### src/design/cff_pkg.sv
// cff_pkg: constants for the cascaded fifo flag logic
// assumes one board clock and an active-low asynchronous reset
package cff_pkg;
  localparam int unsigned CFF_WORD_W   = 16;
  localparam int unsigned CFF_NCHIP    = 4;
  localparam int unsigned CFF_CHIP_AW  = 16;
  localparam int unsigned CFF_RING_AW  = 18;
  localparam int unsigned CFF_CNT_W    = 19;
  // capacity of one chip and of the ring, in 16-bit words
  localparam logic [18:0] CFF_CHIP_WORDS = 19'h1_0000;
  localparam logic [18:0] CFF_RING_WORDS = 19'h4_0000;
  // combined flag thresholds for the four-chip build
  localparam logic [18:0] CFF_AE_LO = 19'h0_FF80;
  localparam logic [18:0] CFF_AE_HI = 19'h1_FF00;
  localparam logic [18:0] CFF_AF_LO = 19'h1_FF00;
  localparam logic [18:0] CFF_AF_HI = 19'h2_FE80;
  // single-chip half-full point
  localparam logic [18:0] CFF_HALF_WORDS = 19'h0_8000;
  localparam logic [18:0] CFF_ONE        = 19'h0_0001;
  localparam logic [1:0]  CFF_CHIP_ONE   = 2'h1;
  localparam logic [1:0]  CFF_CHIP_ZERO  = 2'h0;
endpackage

### src/design/cff_chip_stat.sv
// cff_chip_stat: per-chip word count with empty and full status
// assumes writes are never made when full nor reads when empty
`timescale 1ns/1ps
module cff_chip_stat
(
  // clock and reset
  input  wire logic        clk_i,
  input  wire logic        rst_n_i,
  // strobes
  input  wire logic        wr_i,
  input  wire logic        rd_i,
  // status
  output logic             empty_o,
  output logic             full_o
);
  typedef struct packed
  {
    logic [18:0] cnt;
  } cff_chip_type;

  cff_chip_type st_ff;
  cff_chip_type nxt_st;

  always_comb
  begin
    nxt_st = st_ff;
    if (wr_i && !rd_i)
      nxt_st.cnt = st_ff.cnt + cff_pkg::CFF_ONE;
    else if (rd_i && !wr_i)
      nxt_st.cnt = st_ff.cnt - cff_pkg::CFF_ONE;
  end

  always_ff @(posedge clk_i or negedge rst_n_i)
  begin
    if (!rst_n_i)
      st_ff <= '0;
    else
      st_ff <= nxt_st;
  end

  assign empty_o = (st_ff.cnt == '0);
  assign full_o  = (st_ff.cnt == cff_pkg::CFF_CHIP_WORDS);
endmodule // cff_chip_stat

### src/design/cff_flags.sv
// cff_flags: combined fifo flags for one chip or four chips in a ring
// assumes the writer stops at full and the reader stops at empty
`timescale 1ns/1ps
// Summary of operation
// - buffer is one 64K-word chip by default, or four chips cascaded
// - four chips fill and drain in ring order; flags use all chips
// - almost-empty low below 64K-128 words, high above 128K-256
// - almost-full low below 128K-256 words, high above 192K-384 with four chips; one chip: high above 64K-128
// - half-full is don't-care in four-chip build
module cff_flags
(
  // clock and reset
  input  wire logic        CLOCK_I,
  input  wire logic        RST_N_I,
  // build selection, held steady in operation
  input  wire logic        QUAD_BUILD_I,
  // writer side
  input  wire logic        WR_I,
  output logic             WR_READY_O,
  // reader side
  input  wire logic        RD_I,
  output logic             RD_VALID_O,
  // chip selects of the ring
  output logic [3:0]       WR_CHIP_O,
  output logic [3:0]       RD_CHIP_O,
  // combined flags
  output logic             EMPTY_O,
  output logic             ALMOST_EMPTY_O,
  output logic             HALF_FULL_O,
  output logic             ALMOST_FULL_O,
  output logic             FULL_O
);
  typedef struct packed
  {
    logic [18:0] level;
    logic [1:0]  wsel;
    logic [1:0]  rsel;
    logic [3:0]  wchip;
    logic [3:0]  rchip;
    logic [cff_pkg::CFF_RING_AW-1:0] wptr;
    logic [cff_pkg::CFF_RING_AW-1:0] rptr;
    logic        empty;
    logic        aempty;
    logic        half;
    logic        afull;
    logic        full;
    logic        ready;
    logic        valid;
  } cff_state_type;

  cff_state_type st_ff;
  cff_state_type nxt_st;
  logic [3:0]    chip_empty;
  logic [3:0]    chip_full;
  logic [3:0]    chip_wr;
  logic [3:0]    chip_rd;
  logic          wr_ok;
  logic          rd_ok;
  logic [18:0]   cap;

  // ring address: low bits index a word, top bits pick the chip
  localparam int unsigned sel_lo = cff_pkg::CFF_CHIP_AW;
  localparam int unsigned sel_hi = cff_pkg::CFF_RING_AW - 1;
  localparam logic [cff_pkg::CFF_RING_AW-1:0] ptr_one = 18'h0_0001;

  ////////////////////////////////////////////////////////////////////////
  // per-chip status, chip 0 alone in the single build
  always_comb
  begin
    cap   = QUAD_BUILD_I ? cff_pkg::CFF_RING_WORDS
                         : cff_pkg::CFF_CHIP_WORDS;
    wr_ok = WR_I && !st_ff.full;
    rd_ok = RD_I && !st_ff.empty;
    chip_wr = wr_ok ? (4'h1 << st_ff.wsel) : 4'h0;
    chip_rd = rd_ok ? (4'h1 << st_ff.rsel) : 4'h0;
  end

  genvar g;
  generate
    for (g = 0; g < cff_pkg::CFF_NCHIP; g++)
    begin : g_chip
      cff_chip_stat u_stat
      (
        .clk_i   (CLOCK_I),
        .rst_n_i (RST_N_I),
        .wr_i    (chip_wr[g]),
        .rd_i    (chip_rd[g]),
        .empty_o (chip_empty[g]),
        .full_o  (chip_full[g])
      );
    end
  endgenerate

  ////////////////////////////////////////////////////////////////////////
  // ring pointers and combined level
  always_comb
  begin
    nxt_st = st_ff;
    if (wr_ok && !rd_ok)
      nxt_st.level = st_ff.level + cff_pkg::CFF_ONE;
    else if (rd_ok && !wr_ok)
      nxt_st.level = st_ff.level - cff_pkg::CFF_ONE;
    // word addresses wrap round the ring; a chip is left once its
    // last word is written or read, so no chip is ever over- or underrun
    if (wr_ok)
      nxt_st.wptr = st_ff.wptr + ptr_one;
    if (rd_ok)
      nxt_st.rptr = st_ff.rptr + ptr_one;
    if (QUAD_BUILD_I)
    begin
      nxt_st.wsel = nxt_st.wptr[sel_hi:sel_lo];
      nxt_st.rsel = nxt_st.rptr[sel_hi:sel_lo];
    end
    else
    begin
      nxt_st.wsel = cff_pkg::CFF_CHIP_ZERO;
      nxt_st.rsel = cff_pkg::CFF_CHIP_ZERO;
    end
    nxt_st.wchip = 4'h1 << nxt_st.wsel;
    nxt_st.rchip = 4'h1 << nxt_st.rsel;
    // exact thresholds, inside the allowed band
    nxt_st.empty  = (nxt_st.level == '0);
    nxt_st.full   = (nxt_st.level == cap);
    nxt_st.aempty = QUAD_BUILD_I ?
                    (nxt_st.level > cff_pkg::CFF_AE_LO) :
                    (nxt_st.level > cff_pkg::CFF_AE_LO);
    nxt_st.afull  = QUAD_BUILD_I ?
                    (nxt_st.level > cff_pkg::CFF_AF_LO) :
                    (nxt_st.level > cff_pkg::CFF_AE_LO);
    // no meaning with four chips; held low there
    nxt_st.half   = !QUAD_BUILD_I &&
                    (nxt_st.level >= cff_pkg::CFF_HALF_WORDS);
    // registered so the flow outputs come straight from flip-flops
    nxt_st.ready  = !nxt_st.full;
    nxt_st.valid  = !nxt_st.empty;
  end

  always_ff @(posedge CLOCK_I or negedge RST_N_I)
  begin
    if (!RST_N_I)
    begin
      st_ff       <= '0;
      st_ff.empty <= 1'b1;
      st_ff.ready <= 1'b1;
      st_ff.wchip <= 4'h1;
      st_ff.rchip <= 4'h1;
    end
    else
      st_ff <= nxt_st;
  end

  ////////////////////////////////////////////////////////////////////////
  // outputs straight from flip-flops
  assign EMPTY_O        = st_ff.empty;
  assign FULL_O         = st_ff.full;
  assign ALMOST_EMPTY_O = st_ff.aempty;
  assign ALMOST_FULL_O  = st_ff.afull;
  assign HALF_FULL_O    = st_ff.half;
  assign WR_READY_O     = st_ff.ready;
  assign RD_VALID_O     = st_ff.valid;
  assign WR_CHIP_O      = st_ff.wchip;
  assign RD_CHIP_O      = st_ff.rchip;
endmodule // cff_flags

### config.mk
export PLATFORM = sky130hd
export DESIGN_NAME = cff_flags
export DESIGN_NICKNAME = d
export VERILOG_FILES = /design/src/design/cff_pkg.sv /design/src/design/cff_chip_stat.sv /design/src/design/cff_flags.sv
export SDC_FILE = /design/constraint.sdc
export NUM_CORES = 1
export LEC_CHECK = 0
export ABC_AREA = 1
export BUFFER_PORTS_ARGS = -buffer_cell sky130_fd_sc_hd__buf_2
export CAP_MARGIN = 40
export CORE_UTILIZATION = 66
export DETAILED_ROUTE_END_ITERATION = 12
export PLACE_DENSITY = 0.92
export SLEW_MARGIN = 20
export SYNTH_ARGS = -nofsm -noshare
export SYNTH_HDL_FRONTEND = slang
export SYNTH_SLANG_ARGS = --single-unit
export TNS_END_PERCENT = 10
### constraint.sdc
create_clock -name CLOCK_I -period 4.65 [get_ports CLOCK_I]
set_clock_uncertainty 0.05 [all_clocks]
set_input_delay 1.395 -clock CLOCK_I [delete_from_list [all_inputs] [get_ports CLOCK_I]]
set_output_delay 1.395 -clock CLOCK_I [all_outputs]
set_load 0.1 [all_outputs]
==> impl_metrics.csv, run 1 <==
group,metric,value,unit
sta,fin_ws,1.53,ns
sta,rsz0062_at_grt,"false",
critical_path,crit_chain,"buf_2, inv_2, nor2_4, nand2_2, nor2_1, nand3_1, nand2_1, nand2_1, nand2_1, nand3_1, nor3_1, nand3_1, nor2_2, inv_2",
floorplan,coreArea,5890,µm²
sta,setup_tns,0,ns
synth,yosys_warnings,0,
final_layout,finish.net_count,556,
critical_path,path_class,"in2reg",
job,maxCapViolCount,0,
pwr,p_leak,2.33,nW
clocking,clock_sinks,70,
critical_path,end_kind,"flop",
detailed_routing,drt_iter0_markers,254,
final_layout,nFillCells,405,
final_layout,final_common_cell,"nand2_1",
sta,slew_viol_final,0,
critical_path,critical_path_arrival,3.35,ns
placement,dp_hpwl,6.72,mm
clocking,clkLatencyLatePin,0.35,ns
floorplan,die_y,80.0,µm
critical_path,cp-start-kind,"input pin",
synth,yosys.cell_types.count,32,
detailed_routing,drt-met1-wl,3.67,mm
global_route,grt_usage,0.327,
critical_path,critPathTopFamily,"simple AND/OR/NAND/NOR gates",
sta,post-route-period-util,0.670,
sta,tightest_slew,0.493,ns
sta,min_period,3.12,ns
detailed_routing,route.met2.wl,4.77,mm
final_layout,area_growth,8.35,%
detailed_routing,drt-total-wl,9.64,mm
clocking,post-cts-setup-buffer-count,0,
critical_path,cpMaxStageDelayCell,"nor3_1",
placement,place_ws,1.31,ns
sta,slew_headroom,0.673,
global_route,grt_pass1_vias,3487,
detailed_routing,drt_pass1_iterations,8,
synth,avgSynthCellArea,7.65,µm²
synth,synthCells,525,
detailed_routing,antenna_left,0,
placement,dpl_cell_area,4140,µm²
global_route,antenna_found_initial,0,
synth,synth_edf_count,0,
critical_path,crit_fanout,15,
floorplan,initial_core_util,0.682,
pwr,power.total,1.91,mW
detailed_routing,dr_wl_met3,751,µm
status,status,"completed",
placement,routabilityCongestion,0.901,
detailed_routing,drc,0,
clocking,clockBufferDepth,2,
final_layout,mostFrequentLayoutCells,"nand2_1 (148), inv_1 (76), dfrtp_1 (66), nor2_1 (59), nand3_1 (58)",
floorplan,row_count,28,
detailed_routing,vias,3552,
synth,yosysSeqAreaShare,0.438,
detailed_routing,highest_layer,"met4",
floorplan,fp.dieArea,6400,µm²
synth,ys_ff_latch,70,
clocking,cts_hold_buffers,0,
clocking,cts.reportedPaths.clkPinSlew,0.08,ns
critical_path,max_stage_delay,0.32,ns
clocking,cts_resized,0,
clocking,cts_tree,"built",
synth,synth_area,4010,µm²
clocking,cts_max_level,3,
floorplan,die_w,80.0,µm
pwr,peakVddDrop,0.287,mV
synth,synth_ff_type,"dfrtp_1",
clocking,cts_inserted_buffers,9,
final_layout,drive_above_1_share,0.149,
final_layout,fin_cells,627,
detailed_routing,wl_per_cell,15.4,µm
pwr,power.density,439,nW/µm²
hold_path,worstHoldPathType,"reg2reg",
floorplan,ios,20,
sta,timing.fmax,321,MHz
global_route,grt-ovfl-total,0,
critical_path,critPathRequiredTime,4.89,ns
critical_path,cp_num_buf_inv,3,
global_route,grt_max_degree,35,
final_layout,antennaDiodeCount,0,
final_layout,fin_area,4350,µm²
sta,finalSetupViolations,0,
placement,dp.cells,611,
clocking,root_buffer,"clkbuf_8",
sta,finalHoldViolations,0,
global_route,grt_pass1_wl,15.6,mm
synth,synthesis.nets,534,
placement,port_buffers,19,
synth,ys_async_sr_fraction,1.00,
detailed_routing,viasPerCell,5.67,
registers in the layout, summed over array words and instances, names as in the netlist:
name,cells
WR_READY_O,1
EMPTY_O,1
ALMOST_EMPTY_O,1
RD_CHIP_O,4
WR_CHIP_O,4
RD_VALID_O,1
ALMOST_FULL_O,1
FULL_O,1
st_ff,55
HALF_FULL_O,1
area by class of cell:
| class | instances | area, µm² | share of cell area |
|---|---|---|---|
| well taps | 75 | 93.8 | 0.0216 |
| inverters | 86 | 323 | 0.0742 |
| clock buffers | 10 | 128 | 0.0293 |
| repair buffers | 21 | 110 | 0.0253 |
| flip-flops and latches | 70 | 1760 | 0.404 |
| clock inverters | 6 | 86.3 | 0.0199 |
| multi-input cells | 359 | 1850 | 0.426 |
metal layers:
metal  vias up  track usage
li1       1645            -
met1      1650        0.359
met2       205        0.561
met3        52       0.0926
met4         0        0.193
met5         -            0
per-stage QoR:
| step | utilization | hold slack [ns] |
|---|---|---|
| floorplan | - | 0.391 |
| global placement | 0.703 | 0.406 |
| detailed placement | 0.703 | 0.408 |
| CTS | 0.739 | 0.424 |
| global route | 0.739 | 0.449 |
| finish | 0.739 | 0.423 |
where the power goes:
part           switching [mW]  leakage (nW)  total (mW)  internal (mW)
logic                   0.348          1.39       0.515          0.167
clock network           0.240         0.106       0.542          0.301
registers               0.133         0.841       0.851          0.718
final timing paths:
kind	slack [ns]	start	depth (start not counted)	endpoint
setup / recovery	1.53	WR_I	14	WR_READY_O$_DFF_PN1_
hold / removal	0.42	st_ff[29]$_DFFE_PN0P_	1	st_ff[29]$_DFFE_PN0P_
setup reg to reg	2.12	st_ff[55]$_DFF_PN0_	11	WR_READY_O$_DFF_PN1_
hold reg to reg	0.42	st_ff[29]$_DFFE_PN0P_	1	st_ff[29]$_DFFE_PN0P_
max in group asynchronous	2.81	RST_N_I	2	RD_CHIP_O[0]$_DFF_PN1_
min in group asynchronous	0.92	RST_N_I	1	st_ff[35]$_DFFE_PN0P_
Yosys cell counts (2+ instances only):
cell | count | area share
nand2_2 | 4 | 0.0062
inv_2 | 10 | 0.0094
nor3_1 | 5 | 0.0062
nor3_4 | 2 | 0.0081
dfrtp_1 | 66 | 0.41
dfstp_2 | 4 | 0.026
nand3_2 | 4 | 0.010
buf_4 | 8 | 0.015
buf_6 | 2 | 0.0056
nand2_1 | 148 | 0.14
nand2_4 | 2 | 0.0056
nor3_2 | 2 | 0.0050
ha_1 | 4 | 0.012
nand3_1 | 58 | 0.072
a21oi_1 | 4 | 0.0050
o21ai_0 | 3 | 0.0037
xor2_1 | 22 | 0.048
nor2_2 | 11 | 0.017
nand4_1 | 6 | 0.0094
nor2_4 | 4 | 0.011
xnor2_1 | 10 | 0.022
nor2_1 | 59 | 0.055
nand3b_1 | 2 | 0.0037
o21ai_1 | 2 | 0.0025
inv_1 | 76 | 0.071
cells by family after synthesis:
| group | count (synthesis) | synth area share |
|---|---|---|
| flip-flops | 70 | 0.438 |
| AO/OA/AOI/OAI | 13 | 0.0196 |
| AND/OR/NAND/NOR | 309 | 0.355 |
| XOR/XNOR | 33 | 0.0739 |
| adder cells (fa/ha/maj) | 4 | 0.0125 |
| buffers and inverters | 96 | 0.101 |
worst reg2reg max path: stages, from the launching register on:
cell and delay [ns]:
dfrtp_1 0.45, inv_1 0.14, ha_1 0.18, nand3_1 0.18
nor3_2 0.27, nand3_1 0.19, nand3_1 0.16, nand2_2 0.09
nor3_1 0.36, nand3_1 0.15, nor2_2 0.20, inv_2 0.04
Note: power is estimated with default switching activity, not from simulation.
==> inputs of run 2 (changes only) <==
Settings changed: CORE_UTILIZATION 66 to 61, PLACE_DENSITY 0.92 to 0.86.
Clock period 4.65 ns to 3 ns, I/O delays scaled along.
==> impl_metrics.csv, run 2 (synthesis gave the netlist of run 1 again) <==
group,metric,value,unit
critical_path,timing.rr.start,"EMPTY_O$_DFF_PN1_",
placement,routabilityCongestion,0.934,
final_layout,drive_above_1_share,0.145,
critical_path,worst_r2r_endpoint,"WR_READY_O$_DFF_PN1_",
pwr,peakVddDrop,0.463,mV
sta,post-route-period-util,0.858,
critical_path,critPathTopFamily,"simple AND/OR/NAND/NOR gates",
clocking,cts_max_level,3,
sta,slew_headroom,0.624,
final_layout,area_growth,7.92,%
clocking,clkLatencyLatePin,0.34,ns
critical_path,max_stage_delay,0.29,ns
detailed_routing,drt_pass1_iterations,5,
clocking,cts_hold_buffers,0,
clocking,cts_inserted_buffers,9,
global_route,grt_usage,0.262,
clocking,clock_sinks,70,
critical_path,worst-r2r-cell-count,13,
job,maxCapViolCount,0,
clocking,cts_tree,"built",
placement,dp_hpwl,6.10,mm
final_layout,mostFrequentLayoutCells,"nand2_1 (148), inv_1 (76), dfrtp_1 (66), nor2_1 (59), nand3_1 (58)",
sta,timing.fmax,388,MHz
critical_path,cp.depth,14,
pwr,power.total,2.83,mW
clocking,cts.reportedPaths.clkPinSlew,0.07,ns
critical_path,crit_fanout,15,
pwr,switching_share,0.374,
pwr,power.density,653,nW/µm²
floorplan,ios,20,
hold_path,min_path_cells,1,
hold_path,hp-start,"st_ff[16]$_DFFE_PN0P_",
clocking,post-cts-setup-buffer-count,0,
hold_path,whs_endpoint,"st_ff[16]$_DFFE_PN0P_",
critical_path,critical_path_arrival,2.80,ns
floorplan,die_y,83.1,µm
critical_path,cp_num_buf_inv,3,
final_layout,registers.top_by_ff_count,"st_ff",
global_route,antenna_found_initial,0,
floorplan,coreArea,6350,µm²
detailed_routing,viasPerCell,5.26,
global_route,grt_pass1_vias,3344,
detailed_routing,drt-total-wl,8.12,mm
pwr,p_leak,2.32,nW
global_route,grt-ovfl-total,0,
detailed_routing,wl_per_cell,13.0,µm
final_layout,finish.net_count,555,
sta,finalSetupViolations,0,
critical_path,setup.worst_path.start,"WR_I",
detailed_routing,vias,3301,
pwr,clockPowerShare,0.260,
critical_path,critPathRequiredTime,3.23,ns
sta,rsz0062_at_grt,"false",
floorplan,die_w,83.1,µm
sta,setup_tns,0,ns
detailed_routing,drc,0,
critical_path,cp-start-kind,"input pin",
sta,tightest_slew,0.563,ns
clocking,clockBufferDepth,2,
pwr,pwr-share-comb,0.275,
global_route,grt_max_degree,47,
detailed_routing,antenna_left,0,
pwr,p_seq_frac,0.465,
final_layout,final_common_cell,"nand2_1",
critical_path,end_kind,"flop",
placement,port_buffers,19,
sta,finalHoldViolations,0,
clocking,root_buffer,"clkbuf_8",
pwr,p_switching,1.06,mW
clocking,cts_resized,0,
sta,min_period,2.58,ns
global_route,grt_pass1_wl,14.4,mm
sta,slew_viol_final,0,
detailed_routing,drt_iter0_markers,277,
critical_path,cpMaxStageDelayCell,"nor3_1",
final_layout,antennaDiodeCount,0,
status,status,"completed",
pwr,internal_power,1.77,mW
critical_path,rrSetupSlack,0.54,ns
floorplan,fp.dieArea,6910,µm²
final_layout,largest_reg_flops,55,
hold_path,worstHoldPathType,"reg2reg",
floorplan,row_count,29,
floorplan,initial_core_util,0.632,
critical_path,path_class,"in2reg",
critical_path,crit_chain,"buf_2, inv_2, nor2_4, nand2_2, nor2_1, nand3_1, nand2_1, nand2_1, nand2_1, nand3_1, nor3_1, nand3_1, nor2_2, inv_2",
## run 2: area by class of cell
| type | instances | area (µm²) |
|---|---|---|
| Fill cell | 490 | 2020 |
| Multi-Input combinational cell | 359 | 1850 |
| Clock buffer | 11 | 141 |
| Tap cell | 77 | 96.3 |
| Inverter | 86 | 323 |
| Clock inverter | 4 | 47.5 |
| Sequential cell | 70 | 1760 |
| Timing Repair Buffer | 20 | 115 |
## run 2: how the worst max path moves through the flow
| stage | slack [ns] | to |
|---|---|---|
| floorplan | 0.66 | WR_READY_O$_DFF_PN1_ |
| global placement | 0.15 | WR_READY_O$_DFF_PN1_ |
| detailed placement | 0.17 | WR_READY_O$_DFF_PN1_ |
| CTS | 0.52 | WR_READY_O$_DFF_PN1_ |
| global route | 0.33 | WR_READY_O$_DFF_PN1_ |
| finish | 0.42 | WR_READY_O$_DFF_PN1_ |
## run 2: through the flow
stage	hold WS, ns	area [µm²]	cells	util	setup slack [ns]
after floorplan	0.391	4010	525	-	0.656
after global placement	0.403	4140	612	0.652	0.152
after detailed placement	0.412	4140	612	0.652	0.170
after CTS	0.424	4330	627	0.682	0.524
after global routing	0.442	4330	627	0.682	0.330
final	0.421	4330	627	0.682	0.425
## run 2: power by group through the flow
stage	clock, mW	combinational, mW	sequential (mW)
5_1_grt	0.783	0.897	1.34
3_5_place_dp	0	0.771	1.33
3_3_place_gp	0	0.743	1.32
6_report	0.736	0.778	1.32
2_1_floorplan	0	0.598	1.28
4_1_cts	0.748	0.777	1.31
## run 2: layer usage
layer	vias to the layer above	GRT usage	part of all wire
li1	1647	-	-
met5	-	0	0
met4	0	0.103	0.026
met1	1511	0.321	0.43
met2	119	0.443	0.48
met3	24	0.0686	0.065
==> inputs of run 3 (changes only) <==
Settings changed: BUFFER_PORTS_ARGS -buffer_cell sky130_fd_sc_hd__buf_2 to not set, CORE_UTILIZATION 61 to 64, DONT_BUFFER_PORTS set to 1, PLACE_DENSITY 0.86 to 0.87.
==> impl_metrics.csv, run 3 (synthesis gave the netlist of run 1 again) <==
group,metric,value,unit
pwr,peakVddDrop,0.485,mV
global_route,antenna_found_initial,0,
critical_path,cp.depth,13,
pwr,power.total,3.01,mW
sta,setup_tns,0,ns
clocking,cts_tree,"built",
final_layout,drive_above_1_share,0.120,
detailed_routing,drt_iter0_markers,177,
pwr,p_seq_frac,0.443,
pwr,p_leak,2.27,nW
global_route,grt_pass1_wl,13.7,mm
critical_path,critPathTopFamily,"simple AND/OR/NAND/NOR gates",
job,maxCapViolCount,0,
clocking,cts.reportedPaths.clkPinSlew,0.08,ns
clocking,cts_inserted_buffers,9,
detailed_routing,drc,0,
sta,finalSetupViolations,0,
sta,finalHoldViolations,0,
critical_path,crit_fanout,15,
clocking,cts_hold_buffers,0,
final_layout,mostFrequentLayoutCells,"nand2_1 (148), inv_1 (76), dfrtp_1 (66), nor2_1 (59), nand3_1 (58)",
detailed_routing,viasPerCell,5.40,
final_layout,largest_reg_flops,55,
status,status,"completed",
final_layout,nFillCells,455,
critical_path,rrSetupSlack,0.53,ns
clocking,cts_max_level,3,
critical_path,cp-start-kind,"flop",
pwr,p_switching,1.09,mW
floorplan,row_count,28,
detailed_routing,vias,3285,
sta,rsz0062_at_grt,"false",
floorplan,fp.dieArea,6590,µm²
global_route,grt_max_degree,71,
clocking,root_buffer,"clkbuf_8",
global_route,grt-ovfl-total,0,
pwr,switching_share,0.363,
pwr,power.density,703,nW/µm²
placement,routabilityCongestion,0.915,
final_layout,finish.net_count,537,
clocking,cts_resized,0,
floorplan,ios,20,
floorplan,initial_core_util,0.670,
pwr,clockPowerShare,0.316,
critical_path,end_kind,"flop",
final_layout,registers.top_by_ff_count,"st_ff",
critical_path,cpMaxStageDelayCell,"dfstp_2",
final_layout,fin_area,4280,µm²
floorplan,die_w,81.2,µm
critical_path,crit_chain,"inv_2, nand2_2, nand2_2, nor2_1, nand3_1, nand2_1, nand2_1, nand2_1, nand3_1, nor3_1, nand3_1, nor2_2, inv_2",
sta,tightest_slew,0.888,ns
final_layout,multi_input_area,1850,µm²
sta,slew_headroom,0.409,
detailed_routing,wl_per_cell,13.9,µm
floorplan,die_y,81.2,µm
placement,dpl_cell_area,4040,µm²
clocking,clockBufferDepth,2,
sta,slew_viol_final,0,
placement,dp_hpwl,6.14,mm
final_layout,area_growth,6.73,%
critical_path,worst-r2r-cell-count,13,
sta,post-route-period-util,0.823,
detailed_routing,drt_pass1_iterations,5,
final_layout,final_common_cell,"nand2_1",
pwr,internal_power,1.92,mW
floorplan,coreArea,5990,µm²
detailed_routing,antenna_left,0,
detailed_routing,drt-total-wl,8.44,mm
sta,min_period,2.47,ns
critical_path,critical_path_arrival,2.71,ns
critical_path,max_stage_delay,0.59,ns
clocking,post-cts-setup-buffer-count,0,
clocking,clock_sinks,70,
final_layout,seq_area,1760,µm²
sta,timing.fmax,405,MHz
clocking,clkLatencyLatePin,0.36,ns
critical_path,cp_num_buf_inv,2,
critical_path,critPathRequiredTime,3.24,ns
pwr,pwr-share-comb,0.241,
final_layout,antennaDiodeCount,0,
critical_path,path_class,"reg2reg",
placement,port_buffers,0,
global_route,grt_usage,0.286,
hold_path,worstHoldPathType,"in2async",
global_route,grt_pass1_vias,3068,
==> run 3: cell count changes in the layout (fill, tap and decap cells not counted) <==
cell | previous run | this run
buf_2 | 19 | 0
buf_4 | 0 | 2
bufinv_16 | 1 | 3
inv_6 | 0 | 2
buf_12 | 1 | 0
clkbuf_1 | 1 | 0
clkbuf_8 | 10 | 9
clkinv_2 | 2 | 1
==> run 3: per-layer routing <==
layer	share of wire	wire length (µm)	vias to the layer above	track usage
met4	0.024	200	0	0.129
li1	-	-	1610	-
met1	0.43	3600	1549	0.352
met2	0.49	4120	105	0.479
met3	0.062	521	21	0.0618
met5	0	0	-	0
==> run 3: through the flow <==
step                hold WS (ns)  instances  setup slack (ns)   util
CTS                        0.168        608             0.590  0.715
finish                     0.180        608             0.530  0.715
global placement           0.406        592             0.372  0.674
detailed placement         0.407        592             0.318  0.674
global route               0.168        608             0.365  0.715
floorplan                  0.391        525             0.656      -
==> run 3: power groups by stage <==
stage	registers, mW	clock network (mW)	logic (mW)
6_report	1.34	0.951	0.727
5_1_grt	1.37	0.994	0.842
4_1_cts	1.33	0.959	0.725
3_5_place_dp	1.34	0	0.718
3_3_place_gp	1.33	0	0.697
2_1_floorplan	1.28	0	0.598
==> run 3: worst paths after layout <==
check / end / from
min reg2reg: st_ff[37]$_DFFE_PN0P_ / st_ff[37]$_DFFE_PN0P_
max reg2reg: WR_READY_O$_DFF_PN1_ / EMPTY_O$_DFF_PN1_
min: st_ff[29]$_DFFE_PN0P_ / RST_N_I
min in group CLOCK_I: st_ff[37]$_DFFE_PN0P_ / st_ff[37]$_DFFE_PN0P_
max: WR_READY_O$_DFF_PN1_ / EMPTY_O$_DFF_PN1_
max in group asynchronous: WR_READY_O$_DFF_PN1_ / RST_N_I
==> run 3: area by class of cell <==
class / count / share of cell area
multi-input combinational: 359 / 0.432
sequential: 70 / 0.410
inverter: 86 / 0.0754
clock buffer: 9 / 0.0289
clock inverter: 7 / 0.0280
tap: 75 / 0.0219
timing repair buffer: 2 / 0.00350
